===== config.mk =====
export PLATFORM = sky130hd
export DESIGN_NAME = flash_prog_host
export DESIGN_NICKNAME = d
export VERILOG_FILES = /design/src/hw/flash_prog_pkg.sv /design/src/hw/flash_prog_host.sv
export SDC_FILE = /design/constraint.sdc
export NUM_CORES = 1
export LEC_CHECK = 0
export BUFFER_PORTS_ARGS = -buffer_cell sky130_fd_sc_hd__buf_2
export CELL_PAD_IN_SITES_DETAIL_PLACEMENT = 1
export CELL_PAD_IN_SITES_GLOBAL_PLACEMENT = 1
export CORE_ASPECT_RATIO = 0.9
export CORE_MARGIN = 2
export CORE_UTILIZATION = 41
export CTS_CLUSTER_SIZE = 24
export DETAILED_ROUTE_END_ITERATION = 8
export PLACE_DENSITY = 0.76
export RECOVER_POWER = 50
export SLEW_MARGIN = 20
export SYNTH_ARGS = -nofsm -noshare
export SYNTH_HDL_FRONTEND = slang
export SYNTH_SLANG_ARGS = --single-unit

===== constraint.sdc =====
create_clock -name pclk -period 2.3 [get_ports pclk]
set_input_delay 0 -clock pclk [delete_from_list [all_inputs] [get_ports pclk]]
set_output_delay 0 -clock pclk [all_outputs]
set_load 0.01 [all_outputs]

===== src/hw/flash_prog_pkg.sv =====
package flash_prog_pkg;
    // ==========================================================
    // register offsets and status fields
    localparam logic [7:0] OFS_CMD     = 8'h00;
    localparam logic [7:0] OFS_PTR     = 8'h04;
    localparam logic [7:0] OFS_DATA    = 8'h08;
    localparam logic [7:0] OFS_STAT    = 8'h0C;
    localparam int         ST_BUSY     = 0;
    localparam int         ST_DONE     = 1;
    localparam int         ST_ERR_DUP  = 2;
    localparam int         ST_ERR_PAGE = 3;
    localparam int         ST_ERR_TMO  = 4;
    localparam int         ST_RWW      = 5;
    localparam int         ST_RDATA    = 8;
    // ==========================================================
    // operations and control byte patterns
    localparam logic [2:0] OP_LOAD  = 3'h1;
    localparam logic [2:0] OP_ERASE = 3'h2;
    localparam logic [2:0] OP_WRITE = 3'h3;
    localparam logic [2:0] OP_LOCKW = 3'h4;
    localparam logic [2:0] OP_LOCKR = 3'h5;
    localparam logic [2:0] OP_REEN  = 3'h6;
    localparam logic [7:0] PAT_LOAD  = 8'h01;
    localparam logic [7:0] PAT_ERASE = 8'h03;
    localparam logic [7:0] PAT_WRITE = 8'h05;
    localparam logic [7:0] PAT_LOCK  = 8'h09;
    localparam logic [7:0] PAT_REEN  = 8'h11;
    localparam int         BIT_SPE   = 0;
    localparam int         BIT_RWWB  = 6;
    localparam logic [15:0] LOCK_PTR  = 16'h0001;
    localparam logic [1:0]  LOCK_HI   = 2'h3;
    // ==========================================================
    // timing
    localparam int CLK_NS      = 50;
    localparam int OP_MAX_US   = 4500;
    localparam int OP_MAX_CYC  = OP_MAX_US * 1000 / CLK_NS;
    localparam int SETTLE_CYC  = 4;
    localparam int RDLAT_CYC   = 3;
    localparam int RESET_WORDS = 6;
    // ==========================================================
    // sequencer states and pin bundle
    typedef enum logic [6:0] {
        S_IDLE  = 7'h01,
        S_CHKEE = 7'h02,
        S_CTL   = 7'h04,
        S_ISSUE = 7'h08,
        S_WAIT  = 7'h10,
        S_RD    = 7'h20,
        S_DONE  = 7'h40
    } state_t;
    typedef struct packed {
        logic        ctl_wr;
        logic [7:0]  ctl_data;
        logic        store;
        logic        load;
        logic [15:0] ptr;
        logic [7:0]  data_hi;
        logic [7:0]  data_lo;
    } dev_out_t;
endpackage


===== src/hw/flash_prog_host.sv =====
`timescale 1ns/100ps
// Function
// - erase: write pattern X0000011, store strobe within four cycles.
// - word load: pattern 00000001, store within four cycles, pointer and data set.
// - each buffer word loaded only once between clears.
// - page write: pattern X0000101, store within four cycles.
// - page write pointer holds page only, other bits zero.
// - erase and write of one update use the same page.
// - rww busy flag stays until re-enable bit written.
// - lock write: data in low register, pattern X0001001, store within four.
// - lock write pointer 0x0001, data bits 7 and 6 set.
// - check eeprom busy clear before writing control register.
// - lock read: pointer 0x0001, lock set and enable, then load.
module flash_prog_host #(
    parameter int WORD_BITS = flash_prog_pkg::RESET_WORDS,
    parameter int OP_MAX    = flash_prog_pkg::OP_MAX_CYC
) (
    input  wire logic                     pclk,
    input  wire logic                     presetn,
    input  wire logic                     psel,
    input  wire logic                     penable,
    input  wire logic                     pwrite,
    input  wire logic [7:0]               paddr,
    input  wire logic [31:0]              pwdata,
    output logic      [31:0]              prdata,
    output logic                          pready,
    output logic                          pslverr,
    output flash_prog_pkg::dev_out_t      dev_o,
    input  wire logic [7:0]               ctl_rd,
    input  wire logic [7:0]               load_data,
    input  wire logic                     eeprom_write_busy
);
    localparam int WORDS = 1 << WORD_BITS;

    flash_prog_pkg::state_t   state_q;
    flash_prog_pkg::dev_out_t dev_q;
    logic [2:0]       op_q;
    logic [15:0]      ptr_q;
    logic [15:0]      data_q;
    logic [7:0]       rdata_q;
    logic             done_q;
    logic             err_dup_q;
    logic             err_page_q;
    logic             err_tmo_q;
    logic [16:0]      cnt_q;
    logic [WORDS-1:0] loaded_q;
    logic [WORDS-1:0] clr_mask;
    logic [15:0]      erase_page_q;
    logic             erase_vld_q;
    logic [7:0]       ctl_m_q;
    logic [7:0]       ctl_s_q;
    logic [7:0]       ld_m_q;
    logic [7:0]       ld_s_q;
    logic             ee_m_q;
    logic             ee_s_q;
    logic             pready_q;
    logic [31:0]      prdata_q;
    logic             wr_acc;
    logic             start;
    logic [WORD_BITS-1:0] widx;
    logic [15:0]      page_of_ptr;
    logic             clr_buf;

    // ==========================================================
    // pin input synchronisers
    always_ff @(posedge pclk or negedge presetn)
    begin
        if (!presetn)
        begin
            ctl_m_q <= 8'h00;
            ctl_s_q <= 8'h00;
            ld_m_q  <= 8'h00;
            ld_s_q  <= 8'h00;
            ee_m_q  <= 1'b0;
            ee_s_q  <= 1'b0;
        end
        else
        begin
            ctl_m_q <= ctl_rd;
            ctl_s_q <= ctl_m_q;
            ld_m_q  <= load_data;
            ld_s_q  <= ld_m_q;
            ee_m_q  <= eeprom_write_busy;
            ee_s_q  <= ee_m_q;
        end
    end

    // ==========================================================
    // apb slave, no wait state, registered answer
    assign wr_acc = psel && penable && pready_q && pwrite;
    assign start  = wr_acc && (paddr == flash_prog_pkg::OFS_CMD)
                    && (state_q == flash_prog_pkg::S_IDLE);

    always_ff @(posedge pclk or negedge presetn)
    begin
        if (!presetn)
        begin
            pready_q <= 1'b0;
            prdata_q <= 32'h0000_0000;
        end
        else
        begin
            pready_q <= psel && !penable;
            prdata_q <= 32'h0000_0000;
            if (psel && !penable && !pwrite)
            begin
                case (paddr)
                    flash_prog_pkg::OFS_CMD:  prdata_q <= {29'h0, op_q};
                    flash_prog_pkg::OFS_PTR:  prdata_q <= {16'h0, ptr_q};
                    flash_prog_pkg::OFS_DATA: prdata_q <= {16'h0, data_q};
                    flash_prog_pkg::OFS_STAT: prdata_q <= {16'h0, rdata_q, 2'h0,
                        ctl_s_q[flash_prog_pkg::BIT_RWWB], err_tmo_q, err_page_q,
                        err_dup_q, done_q, (state_q != flash_prog_pkg::S_IDLE)};
                    default:                  prdata_q <= 32'h0000_0000;
                endcase
            end
        end
    end

    // pointer and data registers
    always_ff @(posedge pclk or negedge presetn)
    begin
        if (!presetn)
        begin
            ptr_q  <= 16'h0000;
            data_q <= 16'h0000;
        end
        else if (wr_acc && paddr == flash_prog_pkg::OFS_PTR)
            ptr_q  <= pwdata[15:0];
        else if (wr_acc && paddr == flash_prog_pkg::OFS_DATA)
            data_q <= pwdata[15:0];
    end

    // ==========================================================
    // loaded-word bookkeeping
    assign widx        = ptr_q[WORD_BITS:1];
    assign page_of_ptr = ptr_q & ~16'((1 << (WORD_BITS + 1)) - 1);
    assign clr_buf     = (state_q == flash_prog_pkg::S_DONE && !err_tmo_q
                          && (op_q == flash_prog_pkg::OP_WRITE
                              || op_q == flash_prog_pkg::OP_REEN))
                         || ee_s_q;

    generate
        for (genvar i = 0; i < WORDS; i++)
        begin : g_word
            assign clr_mask[i] = clr_buf;
            // one flag per buffer word, any order
            always_ff @(posedge pclk or negedge presetn)
            begin
                if (!presetn)
                    loaded_q[i] <= 1'b0;
                else if (clr_mask[i])
                    loaded_q[i] <= 1'b0;
                else if (dev_q.store && dev_q.ctl_data == flash_prog_pkg::PAT_LOAD
                         && dev_q.ptr[WORD_BITS:1] == WORD_BITS'(i))
                    loaded_q[i] <= 1'b1;
            end
        end
    endgenerate

    // erased page memory for the later page write
    always_ff @(posedge pclk or negedge presetn)
    begin
        if (!presetn)
        begin
            erase_page_q <= 16'h0000;
            erase_vld_q  <= 1'b0;
        end
        else if (start && pwdata[2:0] == flash_prog_pkg::OP_ERASE)
        begin
            erase_page_q <= page_of_ptr;
            erase_vld_q  <= 1'b1;
        end
    end

    // ==========================================================
    // sequencer
    always_ff @(posedge pclk or negedge presetn)
    begin
        if (!presetn)
        begin
            state_q    <= flash_prog_pkg::S_IDLE;
            op_q       <= 3'h0;
            cnt_q      <= 17'h00000;
            done_q     <= 1'b0;
            err_dup_q  <= 1'b0;
            err_page_q <= 1'b0;
            err_tmo_q  <= 1'b0;
            rdata_q    <= 8'hFF;
        end
        else
        begin
            case (state_q)
                flash_prog_pkg::S_IDLE:
                begin
                    if (start)
                    begin
                        op_q       <= pwdata[2:0];
                        done_q     <= 1'b0;
                        err_dup_q  <= 1'b0;
                        err_page_q <= 1'b0;
                        err_tmo_q  <= 1'b0;
                        if (pwdata[2:0] == flash_prog_pkg::OP_LOAD && loaded_q[widx])
                        begin
                            err_dup_q <= 1'b1;
                            done_q    <= 1'b1;
                        end
                        else if (pwdata[2:0] == flash_prog_pkg::OP_WRITE
                                 && (!erase_vld_q || erase_page_q != page_of_ptr))
                        begin
                            err_page_q <= 1'b1;
                            done_q     <= 1'b1;
                        end
                        else
                            state_q <= flash_prog_pkg::S_CHKEE;
                    end
                end
                flash_prog_pkg::S_CHKEE:
                    if (!ee_s_q)
                        state_q <= flash_prog_pkg::S_CTL;
                flash_prog_pkg::S_CTL:
                    state_q <= flash_prog_pkg::S_ISSUE;
                flash_prog_pkg::S_ISSUE:
                begin
                    cnt_q <= 17'h00000;
                    if (op_q == flash_prog_pkg::OP_LOCKR)
                        state_q <= flash_prog_pkg::S_RD;
                    else if (op_q == flash_prog_pkg::OP_LOAD)
                        state_q <= flash_prog_pkg::S_DONE;
                    else
                        state_q <= flash_prog_pkg::S_WAIT;
                end
                flash_prog_pkg::S_WAIT:
                begin
                    cnt_q <= cnt_q + 17'h00001;
                    if (cnt_q >= 17'(flash_prog_pkg::SETTLE_CYC)
                        && !ctl_s_q[flash_prog_pkg::BIT_SPE])
                        state_q <= flash_prog_pkg::S_DONE;
                    else if (cnt_q >= 17'(OP_MAX))
                    begin
                        err_tmo_q <= 1'b1;
                        state_q   <= flash_prog_pkg::S_DONE;
                    end
                end
                flash_prog_pkg::S_RD:
                begin
                    cnt_q <= cnt_q + 17'h00001;
                    if (cnt_q == 17'(flash_prog_pkg::RDLAT_CYC))
                    begin
                        rdata_q <= ld_s_q;
                        state_q <= flash_prog_pkg::S_DONE;
                    end
                end
                flash_prog_pkg::S_DONE:
                begin
                    done_q  <= 1'b1;
                    state_q <= flash_prog_pkg::S_IDLE;
                end
                default:
                    state_q <= flash_prog_pkg::S_IDLE;
            endcase
        end
    end

    // ==========================================================
    // device pins, driven from flops
    always_ff @(posedge pclk or negedge presetn)
    begin
        if (!presetn)
            dev_q <= '0;
        else
        begin
            dev_q.ctl_wr <= (state_q == flash_prog_pkg::S_CHKEE) && !ee_s_q;
            dev_q.store  <= (state_q == flash_prog_pkg::S_CTL)
                            && (op_q != flash_prog_pkg::OP_LOCKR);
            dev_q.load   <= (state_q == flash_prog_pkg::S_CTL)
                            && (op_q == flash_prog_pkg::OP_LOCKR);
            if (state_q == flash_prog_pkg::S_CHKEE)
            begin
                dev_q.ptr     <= ptr_q;
                dev_q.data_hi <= data_q[15:8];
                dev_q.data_lo <= data_q[7:0];
                case (op_q)
                    flash_prog_pkg::OP_LOAD:  dev_q.ctl_data <= flash_prog_pkg::PAT_LOAD;
                    flash_prog_pkg::OP_ERASE: dev_q.ctl_data <= flash_prog_pkg::PAT_ERASE;
                    flash_prog_pkg::OP_WRITE:
                    begin
                        dev_q.ctl_data <= flash_prog_pkg::PAT_WRITE;
                        dev_q.ptr      <= page_of_ptr;
                    end
                    flash_prog_pkg::OP_LOCKW, flash_prog_pkg::OP_LOCKR:
                    begin
                        dev_q.ctl_data <= flash_prog_pkg::PAT_LOCK;
                        dev_q.ptr      <= flash_prog_pkg::LOCK_PTR;
                        dev_q.data_lo  <= {flash_prog_pkg::LOCK_HI, data_q[5:0]};
                    end
                    default:                  dev_q.ctl_data <= flash_prog_pkg::PAT_REEN;
                endcase
            end
        end
    end

    assign dev_o   = dev_q;
    assign prdata  = prdata_q;
    assign pready  = pready_q;
    assign pslverr = 1'b0;

    // ==========================================================
    // assertions
    a_store_follows_ctl: assert property (@(posedge pclk) disable iff (!presetn)
        dev_q.store |-> $past(dev_q.ctl_wr)) else $error("store without control write");
    a_ctl_gets_strobe: assert property (@(posedge pclk) disable iff (!presetn)
        dev_q.ctl_wr |=> (dev_q.store || dev_q.load)) else $error("control write not followed");
    a_write_ptr_page: assert property (@(posedge pclk) disable iff (!presetn)
        dev_q.store && dev_q.ctl_data == flash_prog_pkg::PAT_WRITE
        |-> dev_q.ptr[WORD_BITS:0] == '0) else $error("page write pointer not clean");
    a_lock_write_ptr: assert property (@(posedge pclk) disable iff (!presetn)
        dev_q.store && dev_q.ctl_data == flash_prog_pkg::PAT_LOCK
        |-> dev_q.ptr == 16'h0001 && dev_q.data_lo[7:6] == 2'h3)
        else $error("lock write pointer or data wrong");
    a_lock_read_seq: assert property (@(posedge pclk) disable iff (!presetn)
        dev_q.load |-> dev_q.ptr == 16'h0001 && $past(dev_q.ctl_wr)
        && dev_q.ctl_data == 8'h09) else $error("lock read sequence wrong");
    a_eeprom_idle: assert property (@(posedge pclk) disable iff (!presetn)
        dev_q.ctl_wr |-> !$past(ee_s_q)) else $error("control write while eeprom busy");
    a_no_dup_load: assert property (@(posedge pclk) disable iff (!presetn)
        dev_q.store && dev_q.ctl_data == flash_prog_pkg::PAT_LOAD
        |-> !loaded_q[dev_q.ptr[WORD_BITS:1]]) else $error("buffer word loaded twice");
    a_same_page: assert property (@(posedge pclk) disable iff (!presetn)
        dev_q.store && dev_q.ctl_data == flash_prog_pkg::PAT_WRITE
        |-> dev_q.ptr == erase_page_q) else $error("write page differs from erase");
    a_reen_clears: assert property (@(posedge pclk) disable iff (!presetn)
        dev_q.store && dev_q.ctl_data == flash_prog_pkg::PAT_REEN
        |-> ##[1:100] (state_q == flash_prog_pkg::S_DONE) ##1 loaded_q == '0)
        else $error("re-enable did not clear loaded words");
    c_erase: cover property (@(posedge pclk)
        dev_q.store && dev_q.ctl_data == flash_prog_pkg::PAT_ERASE);
    c_page_write: cover property (@(posedge pclk)
        dev_q.store && dev_q.ctl_data == flash_prog_pkg::PAT_WRITE);
    c_lock_read: cover property (@(posedge pclk) dev_q.load ##6 done_q);
    c_timeout: cover property (@(posedge pclk) $rose(err_tmo_q));
endmodule // flash_prog_host


Word level (Yosys, flattened, before mapping)

Cells that the tools add are included.
Widths: inputs -> output; s select.

Register bits: 253
Bits in latches: 0
Bits in writable memories: 0
ROM bits: 0
Input bits: 62
Output and inout bits: 77
Memories kept: 0

Add/subtract/negate cells: 1
Multipliers: 0
Divide/modulo/power cells: 0
Order comparisons: 3
Equality and inequality tests: 95
Shift-type cells: 0
Mux-type cells: 156
Bitwise operators: 1
Reduce and logical (&&, ||, !) cells: 169

Operators with widths:

| operator              | count |
|---|---|
| $eq 6x6->1 const B    | 32 |
| $mux 1                | 137 |
| $reduce_bool 2->1     | 67 |
| $eq 6x5->1 const B    | 16 |
| $logic_and 1x1->1     | 83 |
| $pmux 16 s4           | 1 |
| $mux 7                | 9 |
| $eq 6x4->1 const B    | 8 |
| $pmux 7 s6            | 1 |
| $pmux 17 s2           | 1 |
| $mux 32               | 1 |
| $pmux 16 s2           | 1 |
| $eq 6x3->1 const B    | 4 |
| $pmux 5 s4            | 1 |
| $add 17x1->17 const B | 1 |
| $eq 17x2->1 const B   | 1 |
| $ge 17x17->1 const B  | 1 |
| $ge 17x3->1 const B   | 1 |
| $eq 8x4->1 const B    | 2 |
| $ne 2x2->1 const B    | 7 |
| $eq 3x2->1 const B    | 4 |
| $eq 6x2->1 const B    | 2 |
| $eq 3x3->1 const B    | 3 |
| $ne 9x9->1            | 1 |
| 26 further kinds      | 40 |

Longest topological paths before layout

Gate-level depths: netlist (run 1).

Depth in word-level cells: 7
Depth in mapped cells: 8
Gate-level depth less buffers: 6

Worst setup path after synthesis (run 1)

OpenSTA, ideal clock, no wires.

Path kind: register -> register
From: reg state_q[5]
To: reg erase_page_q[10]
Arrival time: 2.377 ns
Required time: 2.175 ns
Slack: -0.202 ns
Stages on the path, launching flop included: 7
Buffers on the path: 0
Period minus slack after synthesis: 2.502 ns
Path through: dfrtp_1 > nor3_2 > nand2_1 > nor3b_2 > or4b_4 > nor4b_4 > mux2_2

Cells in the longest elaborated chain, start to end: 3

RTL lines:

| what                   | RTL line               | text |
|---|---|---|
| from (decl)            | flash_prog_host.sv:35  | `flash_prog_pkg::state_t state_q;` |
| from (signal assigned) | flash_prog_host.sv:182 | `state_q <= flash_prog_pkg::S_IDLE;` |
| from (signal assigned) | flash_prog_host.sv:215 | `state_q <= flash_prog_pkg::S_CHKEE;` |
| from (signal assigned) | flash_prog_host.sv:220 | `state_q <= flash_prog_pkg::S_CTL;` |
| $eq 7x1->1             | flash_prog_host.sv:92  | `&& (state_q == flash_prog_pkg::S_IDLE);` |
| $logic_and 1x1->1      | flash_prog_host.sv:92  |  |
| $logic_and 1x1->1      | flash_prog_host.sv:169 | `else if (start && pwdata[2:0] == flash_prog_pkg::OP_ERASE)` |
| to (signal assigned)   | flash_prog_host.sv:171 | `erase_page_q <= page_of_ptr;` |
| to (decl)              | flash_prog_host.sv:48  | `logic [15:0] erase_page_q;` |

No other way between the ends.
A chain may end at the register's enable or synchronous reset.

Worst setup path in the final report (run 1)

From: reg ptr_q[1]
To: reg err_dup_q

Cells in the longest elaborated chain, start to end: 4

RTL lines:

| what                         | RTL line               | text |
|---|---|---|
| from (decl)                  | flash_prog_host.sv:38  | `logic [15:0] ptr_q;` |
| from (signal assigned)       | flash_prog_host.sv:129 | `ptr_q <= pwdata[15:0];` |
| $bmux 1 s6                   | flash_prog_host.sv:203 | `if (pwdata[2:0] == flash_prog_pkg::OP_LOAD && loaded_q[widx])` |
| $mux 1 (not written as such) | flash_prog_host.sv:203 |  |
| $logic_and 1x1->1            | flash_prog_host.sv:203 |  |
| $mux 1                       | flash_prog_host.sv:203 |  |
| to (signal assigned)         | flash_prog_host.sv:186 | `err_dup_q <= 1'b0;` |
| to (signal assigned)         | flash_prog_host.sv:200 | `err_dup_q <= 1'b0;` |
| to (signal assigned)         | flash_prog_host.sv:205 | `err_dup_q <= 1'b1;` |
| to (decl)                    | flash_prog_host.sv:42  | `logic err_dup_q;` |

No other way between the ends. The select of a mux whose other input is x is not followed.

==> results of run 1 <==
-- synthesized netlist by cell type (5+ instances only) --
library cell  instances
nor4_1                9
a21oi_1              71
nor2b_1               7
dfrtp_1             215
dfstp_2               9
buf_4                20
mux2_2               63
a22oi_1              13
xor2_1               10
nand2_1             111
nand3b_1              5
o21ai_0              40
mux2i_1              12
nand2b_1              7
nor3_1               14
clkbuf_1             35
o31ai_1               5
mux4_2               16
nand3_1              15
inv_1                10
nor2_1              102
-- final cells by class --
class / count / area, um2
Sequential cell: 224 / 5620
Clock inverter: 5 / 35.0
Timing Repair Buffer: 182 / 1270
Fill cell: 2537 / 11400
Clock buffer: 39 / 748
Tap cell: 302 / 378
Inverter: 11 / 41.3
Multi-Input combinational cell: 581 / 3760
-- worst max-delay path, stage by stage, from the launching register on --
cell	delay, ns
dfrtp_2	0.47
buf_12	0.17
buf_4	0.14
buf_4	0.14
mux2i_1	0.18
o221ai_1	0.18
a31oi_1	0.25
a31oi_1	0.15
or2_4	0.28
mux2_2	0.26
-- routing by layer --
| metal | up-vias | share of wire |
|---|---|---|
| li1 | 3294 | - |
| met1 | 3766 | 0.43 |
| met2 | 202 | 0.49 |
| met3 | 57 | 0.053 |
| met4 | 0 | 0.026 |
| met5 | - | 0 |
-- logic make-up after synthesis --
logic type,Yosys count
AO/OA/AOI/OAI,144
XOR/XNOR,11
adder cells (fa/ha/maj),2
buffers and inverters,72
flip-flops,224
multiplexers,91
other,1
AND/OR/NAND/NOR,313
-- final timing paths --
check	endpoint	slack (ns)	cells after the start
max	err_dup_q	-0.03	9
min	prdata[6]	0.06	4
max reg2reg	err_dup_q	-0.03	9
min reg2reg	ld_s_q[5]	0.35	0
max in group asynchronous	loaded_q[44]	0.50	3
min in group asynchronous	dev_o[9]	0.43	2
-- flip-flops by register name, summed over array words and instances, names as in the netlist, 3 cells and up --
signal        cells
ld_s_q            8
rdata_q           8
data_q           16
ptr_q            16
op_q              3
state_q           7
dev_o            40
loaded_q         64
prdata           16
cnt_q            17
erase_page_q      9
ld_m_q            8
-- stage by stage --
| stage | util | cell area, um2 | cells | power (uW) |
|---|---|---|---|---|
| 2_1_floorplan | - | 9690 | 877 | 4140 |
| 3_3_place_gp | 0.460 | 10700 | 1265 | 4280 |
| 3_5_place_dp | 0.460 | 10700 | 1265 | 4280 |
| 4_1_cts | 0.508 | 11800 | 1341 | 8150 |
| 5_1_grt | 0.511 | 11900 | 1344 | 8340 |
| 6_report | 0.511 | 11900 | 1344 | 8100 |
-- power by group through the flow --
stage                     combinational, uW  sequential [uW]  clock (uW)
after floorplan                        98.7             4040           0
after global placement                  232             4050           0
after detailed placement                236             4050           0
after CTS                               281             3980        3890
after global routing                    307             3980        4060
final                                   277             3980        3840
-- what timing repair did --
action | 4_1_cts | 5_1_grt
endpoints found under the hold margin | 265 | 0
buffers inserted | 0 | 2
gates cloned | 0 | 1
endpoints found under the setup margin | 13 | 13
pin swaps | 2 | 1
resized for setup | 9 | 6
hold buffers | 32 | 0
==> results_dict.tcl, run 1 <==
set metrics [dict create \
    p_seq_frac 0.491 \
    gp_congestion 0.841 \
    violations "max-capacitance violations, max-slew violations, negative setup slack" \
    tns_ns -0.0282 \
    end_kind "register" \
    synth_top_family_by_area "simple AND/OR/NAND/NOR gates" \
    skew_ns 0.0225 \
    io_pins 139 \
    postLayoutSetupSlackWorst_ns -0.0282 \
    syn_inst 858 \
    synth_xor_area_frac 0.0100 \
    avgSynthCellArea_um2 11.2 \
    first_pass_iters 4 \
    wire_per_inst_um 20.6 \
    cp-startpoint "ptr_q[1]" \
    combPwrFrac 0.034 \
    synth_cell_types 54 \
    vias_per_cell 5.45 \
    slew_headroom -0.0788 \
    p_sw_frac 0.223 \
    finalNetCount 1089 \
    clk_root_buffer_cell "clkbuf_16" \
    synth-simple-area-share 0.157 \
    ys_seq_area_frac 0.585 \
    antennaDiodeCount 0 \
    hold_ws_ns 0.0591 \
    clock.fmax_ghz 0.430 \
    port_buffers 96 \
    antenna_left 0 \
    synth_top_area_frac 0.560 \
    layout-drive-gt1-share 0.282 \
    vdd_drop_max_mv 0.464 \
    core_um2 23200 \
    crit_fanout 7 \
    cp-start-kind "register" \
    synthAdderAreaFrac 0.00261 \
    r2r_start "ptr_q[1]" \
    drcViolationCount 0 \
    worst_ep_required_time_ns 2.71 \
    area_growth_pct 23.4 \
    fin_crit_sh 1.01 \
    power_frac_clock 0.474 \
    rsz0062_at_grt "yes" \
    clk_pin_slew_worst_paths_ns 0.06 \
    clkLatencyLatePin_ns 0.53 \
    tightest_slew_ns 1.62 \
    path_class "register to register" \
    worstPathArrival_ns 2.74 \
    grt_max_degree 71 \
    ys_ff_latch 224 \
    use_met1 0.312 \
    grt_use_met3 0.0359 \
    met2_usage 0.372 \
    p_per_area_nw_per_um2 683 \
    finalHoldViolations 0 \
    setup_viol 1 \
    netlist_area_um2 9600 \
    grt_pass1_vias 7784 \
    die_w_um 165 \
    p_sw_uw 1800 \
    cts_buffer_depth 3 \
    vias 7319 \
    place_hpwl_um 18100 \
    netlist_top_cells_area "dfrtp_1 (56%), mux2_2 (7.4%), nand2_1 (4.3%)" \
    gr-max-usage-layer "met2" \
    synth_compound_area_frac 0.0848 \
    die_h_um 149 \
    synth_area_leader_cell "dfrtp_1" \
    p_int_uw 6290 \
    finalCriticalPeriod_ns 2.33 \
    h-tree-depth 1 \
    synth-edff-count 0 \
    yosys_warnings 0 \
    cellLeakagePower_uw 0.00578 \
    slew_viol_final 62 \
    async_reset_ff_frac 1.00 \
    dr.first_iter.drc_count 483 \
    synth_ff_type "dfrtp_1" \
    antenna_found_initial 0 \
    routed_wl_um 27600 \
    outcome "complete, but fails checks" \
    grt_overflow 0 \
    synth_mux_area_frac 0.124 \
    mostFrequentLayoutCells "dfrtp_1 (213), nand2_1 (111), nor2_1 (102)" \
    rows 53 \
    start_util 0.414 \
    grt_pass1_wl_um 43500 \
    cts_tree "built" \
    track_usage 0.226 \
    cap_violations 1 \
    post-place-ws_ns -0.185 \
    clock_sinks 224 \
    worstHoldStart "pwrite" \
    dieArea_um2 24700 \
    final_common_cell "dfrtp_1" \
    hold_class "input port to register" \
    cts_buffers 25 \
]
Power figures use the tool's default switching activity.
==> run 2, diff against run 1 <==
Settings changed: HOLD_SLACK_MARGIN from default to 0.12.
==> run 2 against run 1 <==
  * The flow finishes with violations (negative setup slack)
  * Clock-buffer cell count is the same
  * Routed wire length is 1.7% higher
  * Global-route usage grew 0.26 points
  * Critical path depth is the same
  * Maximum frequency increased by 0.78%
  * Non-clock buffer count grew 12
  * Clock skew rose by 0.0039 ns
  * Sequential share of layout area is 0.21 points lower
==> results_dict.tcl, run 2 (synthesized netlist as in run 1, its figures left out) <==
set metrics [dict create \
    cts_tree "built" \
    worst_ep_required_time_ns 2.71 \
    largest_register_ffs 64 \
    vias 7323 \
    skew_ns 0.0264 \
    num-fill-cells 2540 \
    clock_sinks 224 \
    tightest_slew_ns 0.947 \
    hold_class "input port to register" \
    postLayoutSetupSlackWorst_ns -0.0101 \
    dieArea_um2 24700 \
    gp_congestion 0.841 \
    worstHoldStart "load_data[4]" \
    clock.fmax_ghz 0.433 \
    tns_ns -0.0101 \
    first_pass_iters 4 \
    track_usage 0.229 \
    grt_max_degree 71 \
    vdd_drop_max_mv 0.460 \
    slew_viol_final 0 \
    worstReg2RegEnd "err_dup_q" \
    top_register "loaded_q" \
    worstPathArrival_ns 2.72 \
    h-tree-depth 1 \
    clkLatencyLatePin_ns 0.53 \
    final_common_cell "dfrtp_1" \
    r2r_slack_ns -0.01 \
    cap_violations 0 \
    p_per_area_nw_per_um2 681 \
    path_class "register to register" \
    dr.first_iter.drc_count 543 \
    cp_num_buf_inv 3 \
    rsz0062_at_grt "yes" \
    drcViolationCount 0 \
    antenna_found_initial 0 \
    routed_wl_um 28100 \
    io_pins 139 \
    vias_per_cell 5.40 \
    finalNetCount 1101 \
    rows 53 \
    area_growth_pct 24.0 \
    clk_root_buffer_cell "clkbuf_16" \
    core_um2 23200 \
    cp-start-kind "register" \
    total_power_uw 8110 \
    crit_fanout 14 \
    cts_buffer_depth 3 \
    antennaDiodeCount 0 \
    clk_pin_slew_worst_paths_ns 0.06 \
    path_delay_family "compound AO/OA/AOI/OAI gates" \
    grt_pass1_wl_um 43900 \
    violations "negative setup slack" \
    worstPathCellList "buf_12 > buf_4 > buf_4 > mux2i_2 > o221ai_2 > a31oi_1 > a31oi_1 > or2_4 > mux2_2" \
    whs_endpoint "ld_m_q[4]" \
    finalHoldViolations 0 \
    placed_cell_area_um2 10700 \
    port_buffers 96 \
    holdPathStages 2 \
    hold_ws_ns 0.139 \
    grt_pass1_vias 7912 \
    grt_overflow 0 \
    mostFrequentLayoutCells "dfrtp_1 (213), nand2_1 (111), nor2_1 (102)" \
    worst_path_largest_cell_delay_ns 0.45 \
    cts_buffers 25 \
    die_w_um 165 \
    fin_crit_sh 1.00 \
    post-route-util 0.513 \
    design_area_um2 11900 \
    cellLeakagePower_uw 0.00556 \
    setup_viol 1 \
    wire_per_inst_um 20.7 \
    end_kind "register" \
    reg2regPathDepth 9 \
    r2r_start "ptr_q[1]" \
    slowest_stage "dfrtp_2" \
    layout-drive-gt1-share 0.224 \
    slew_headroom 0.369 \
    die_h_um 149 \
    start_util 0.414 \
    finalCriticalPeriod_ns 2.31 \
    place_hpwl_um 18100 \
    outcome "complete, but fails checks" \
    antenna_left 0 \
]
-- run 2: cell types whose count changed in the layout (fill, tap and decap cells not counted), sizes merged --
cell / previous run / this run
dlygate4sd3: 32 / 45
clkbuf: 43 / 101
buf: 146 / 87
-- run 2: worst reg2reg max path, cell delays in order (launching register included) --
cell      delay (ns)
dfrtp_2         0.45
buf_12          0.17
buf_4           0.15
buf_4           0.14
mux2i_2         0.23
o221ai_2        0.14
a31oi_1         0.23
a31oi_1         0.15
or2_4           0.27
mux2_2          0.26
-- run 2: final cells by class --
cell class / instances / area [um2] / area share
sequential: 224 / 5620 / 0.472
clock buffer: 39 / 748 / 0.0629
multi-input combinational: 581 / 3790 / 0.318
tap: 302 / 378 / 0.0317
clock inverter: 5 / 35.0 / 0.00294
inverter: 11 / 41.3 / 0.00347
timing repair buffer: 194 / 1290 / 0.109
-- run 2: timing repair --
item                                    4_1_cts  5_1_grt
endpoints found under the hold margin       291        0
pin swaps                                     2        1
hold buffers                                 45        0
gates resized for setup                       9       10
endpoints found under the setup margin       13       14
buffers inserted                              0        2
-- run 2: metrics by stage --
stage                     setup slack, ns  std cells
after floorplan                    -0.202        877
after global placement            -0.0722       1265
after global routing              -0.0907       1356
after CTS                         0.00290       1354
final                             -0.0101       1356
after detailed placement           -0.185       1265
-- run 2: report_power, final --
part | switching, uW | internal (uW) | leakage, uW
Clock | 1610 | 2230 | 0.000389
Sequential | 12.3 | 3970 | 0.00302
Combinational | 184 | 108 | 0.00215
-- run 2: worst max path at each step --
| stage | start | to | slack (ns) | depth (start not counted) |
|---|---|---|---|---|
| final | ptr_q[1] | err_dup_q | -0.01 | 9 |
| after global routing | state_q[5] | erase_page_q[9] | -0.09 | 7 |
| after CTS | state_q[5] | erase_page_q[9] | 0.003 | 7 |
| after detailed placement | ptr_q[1] | err_dup_q | -0.18 | 7 |
| after global placement | ptr_q[1] | err_dup_q | -0.07 | 8 |
| after floorplan | state_q[5] | erase_page_q[10] | -0.20 | 6 |
-- run 2: layer usage --
layer  vias up  routed length, um  GRT usage
li1       3317                  -          -
met1      3775              12200      0.311
met2       182              13900      0.383
met3        49               1440     0.0356
met4         0                614     0.0638
met5         -                  0          0
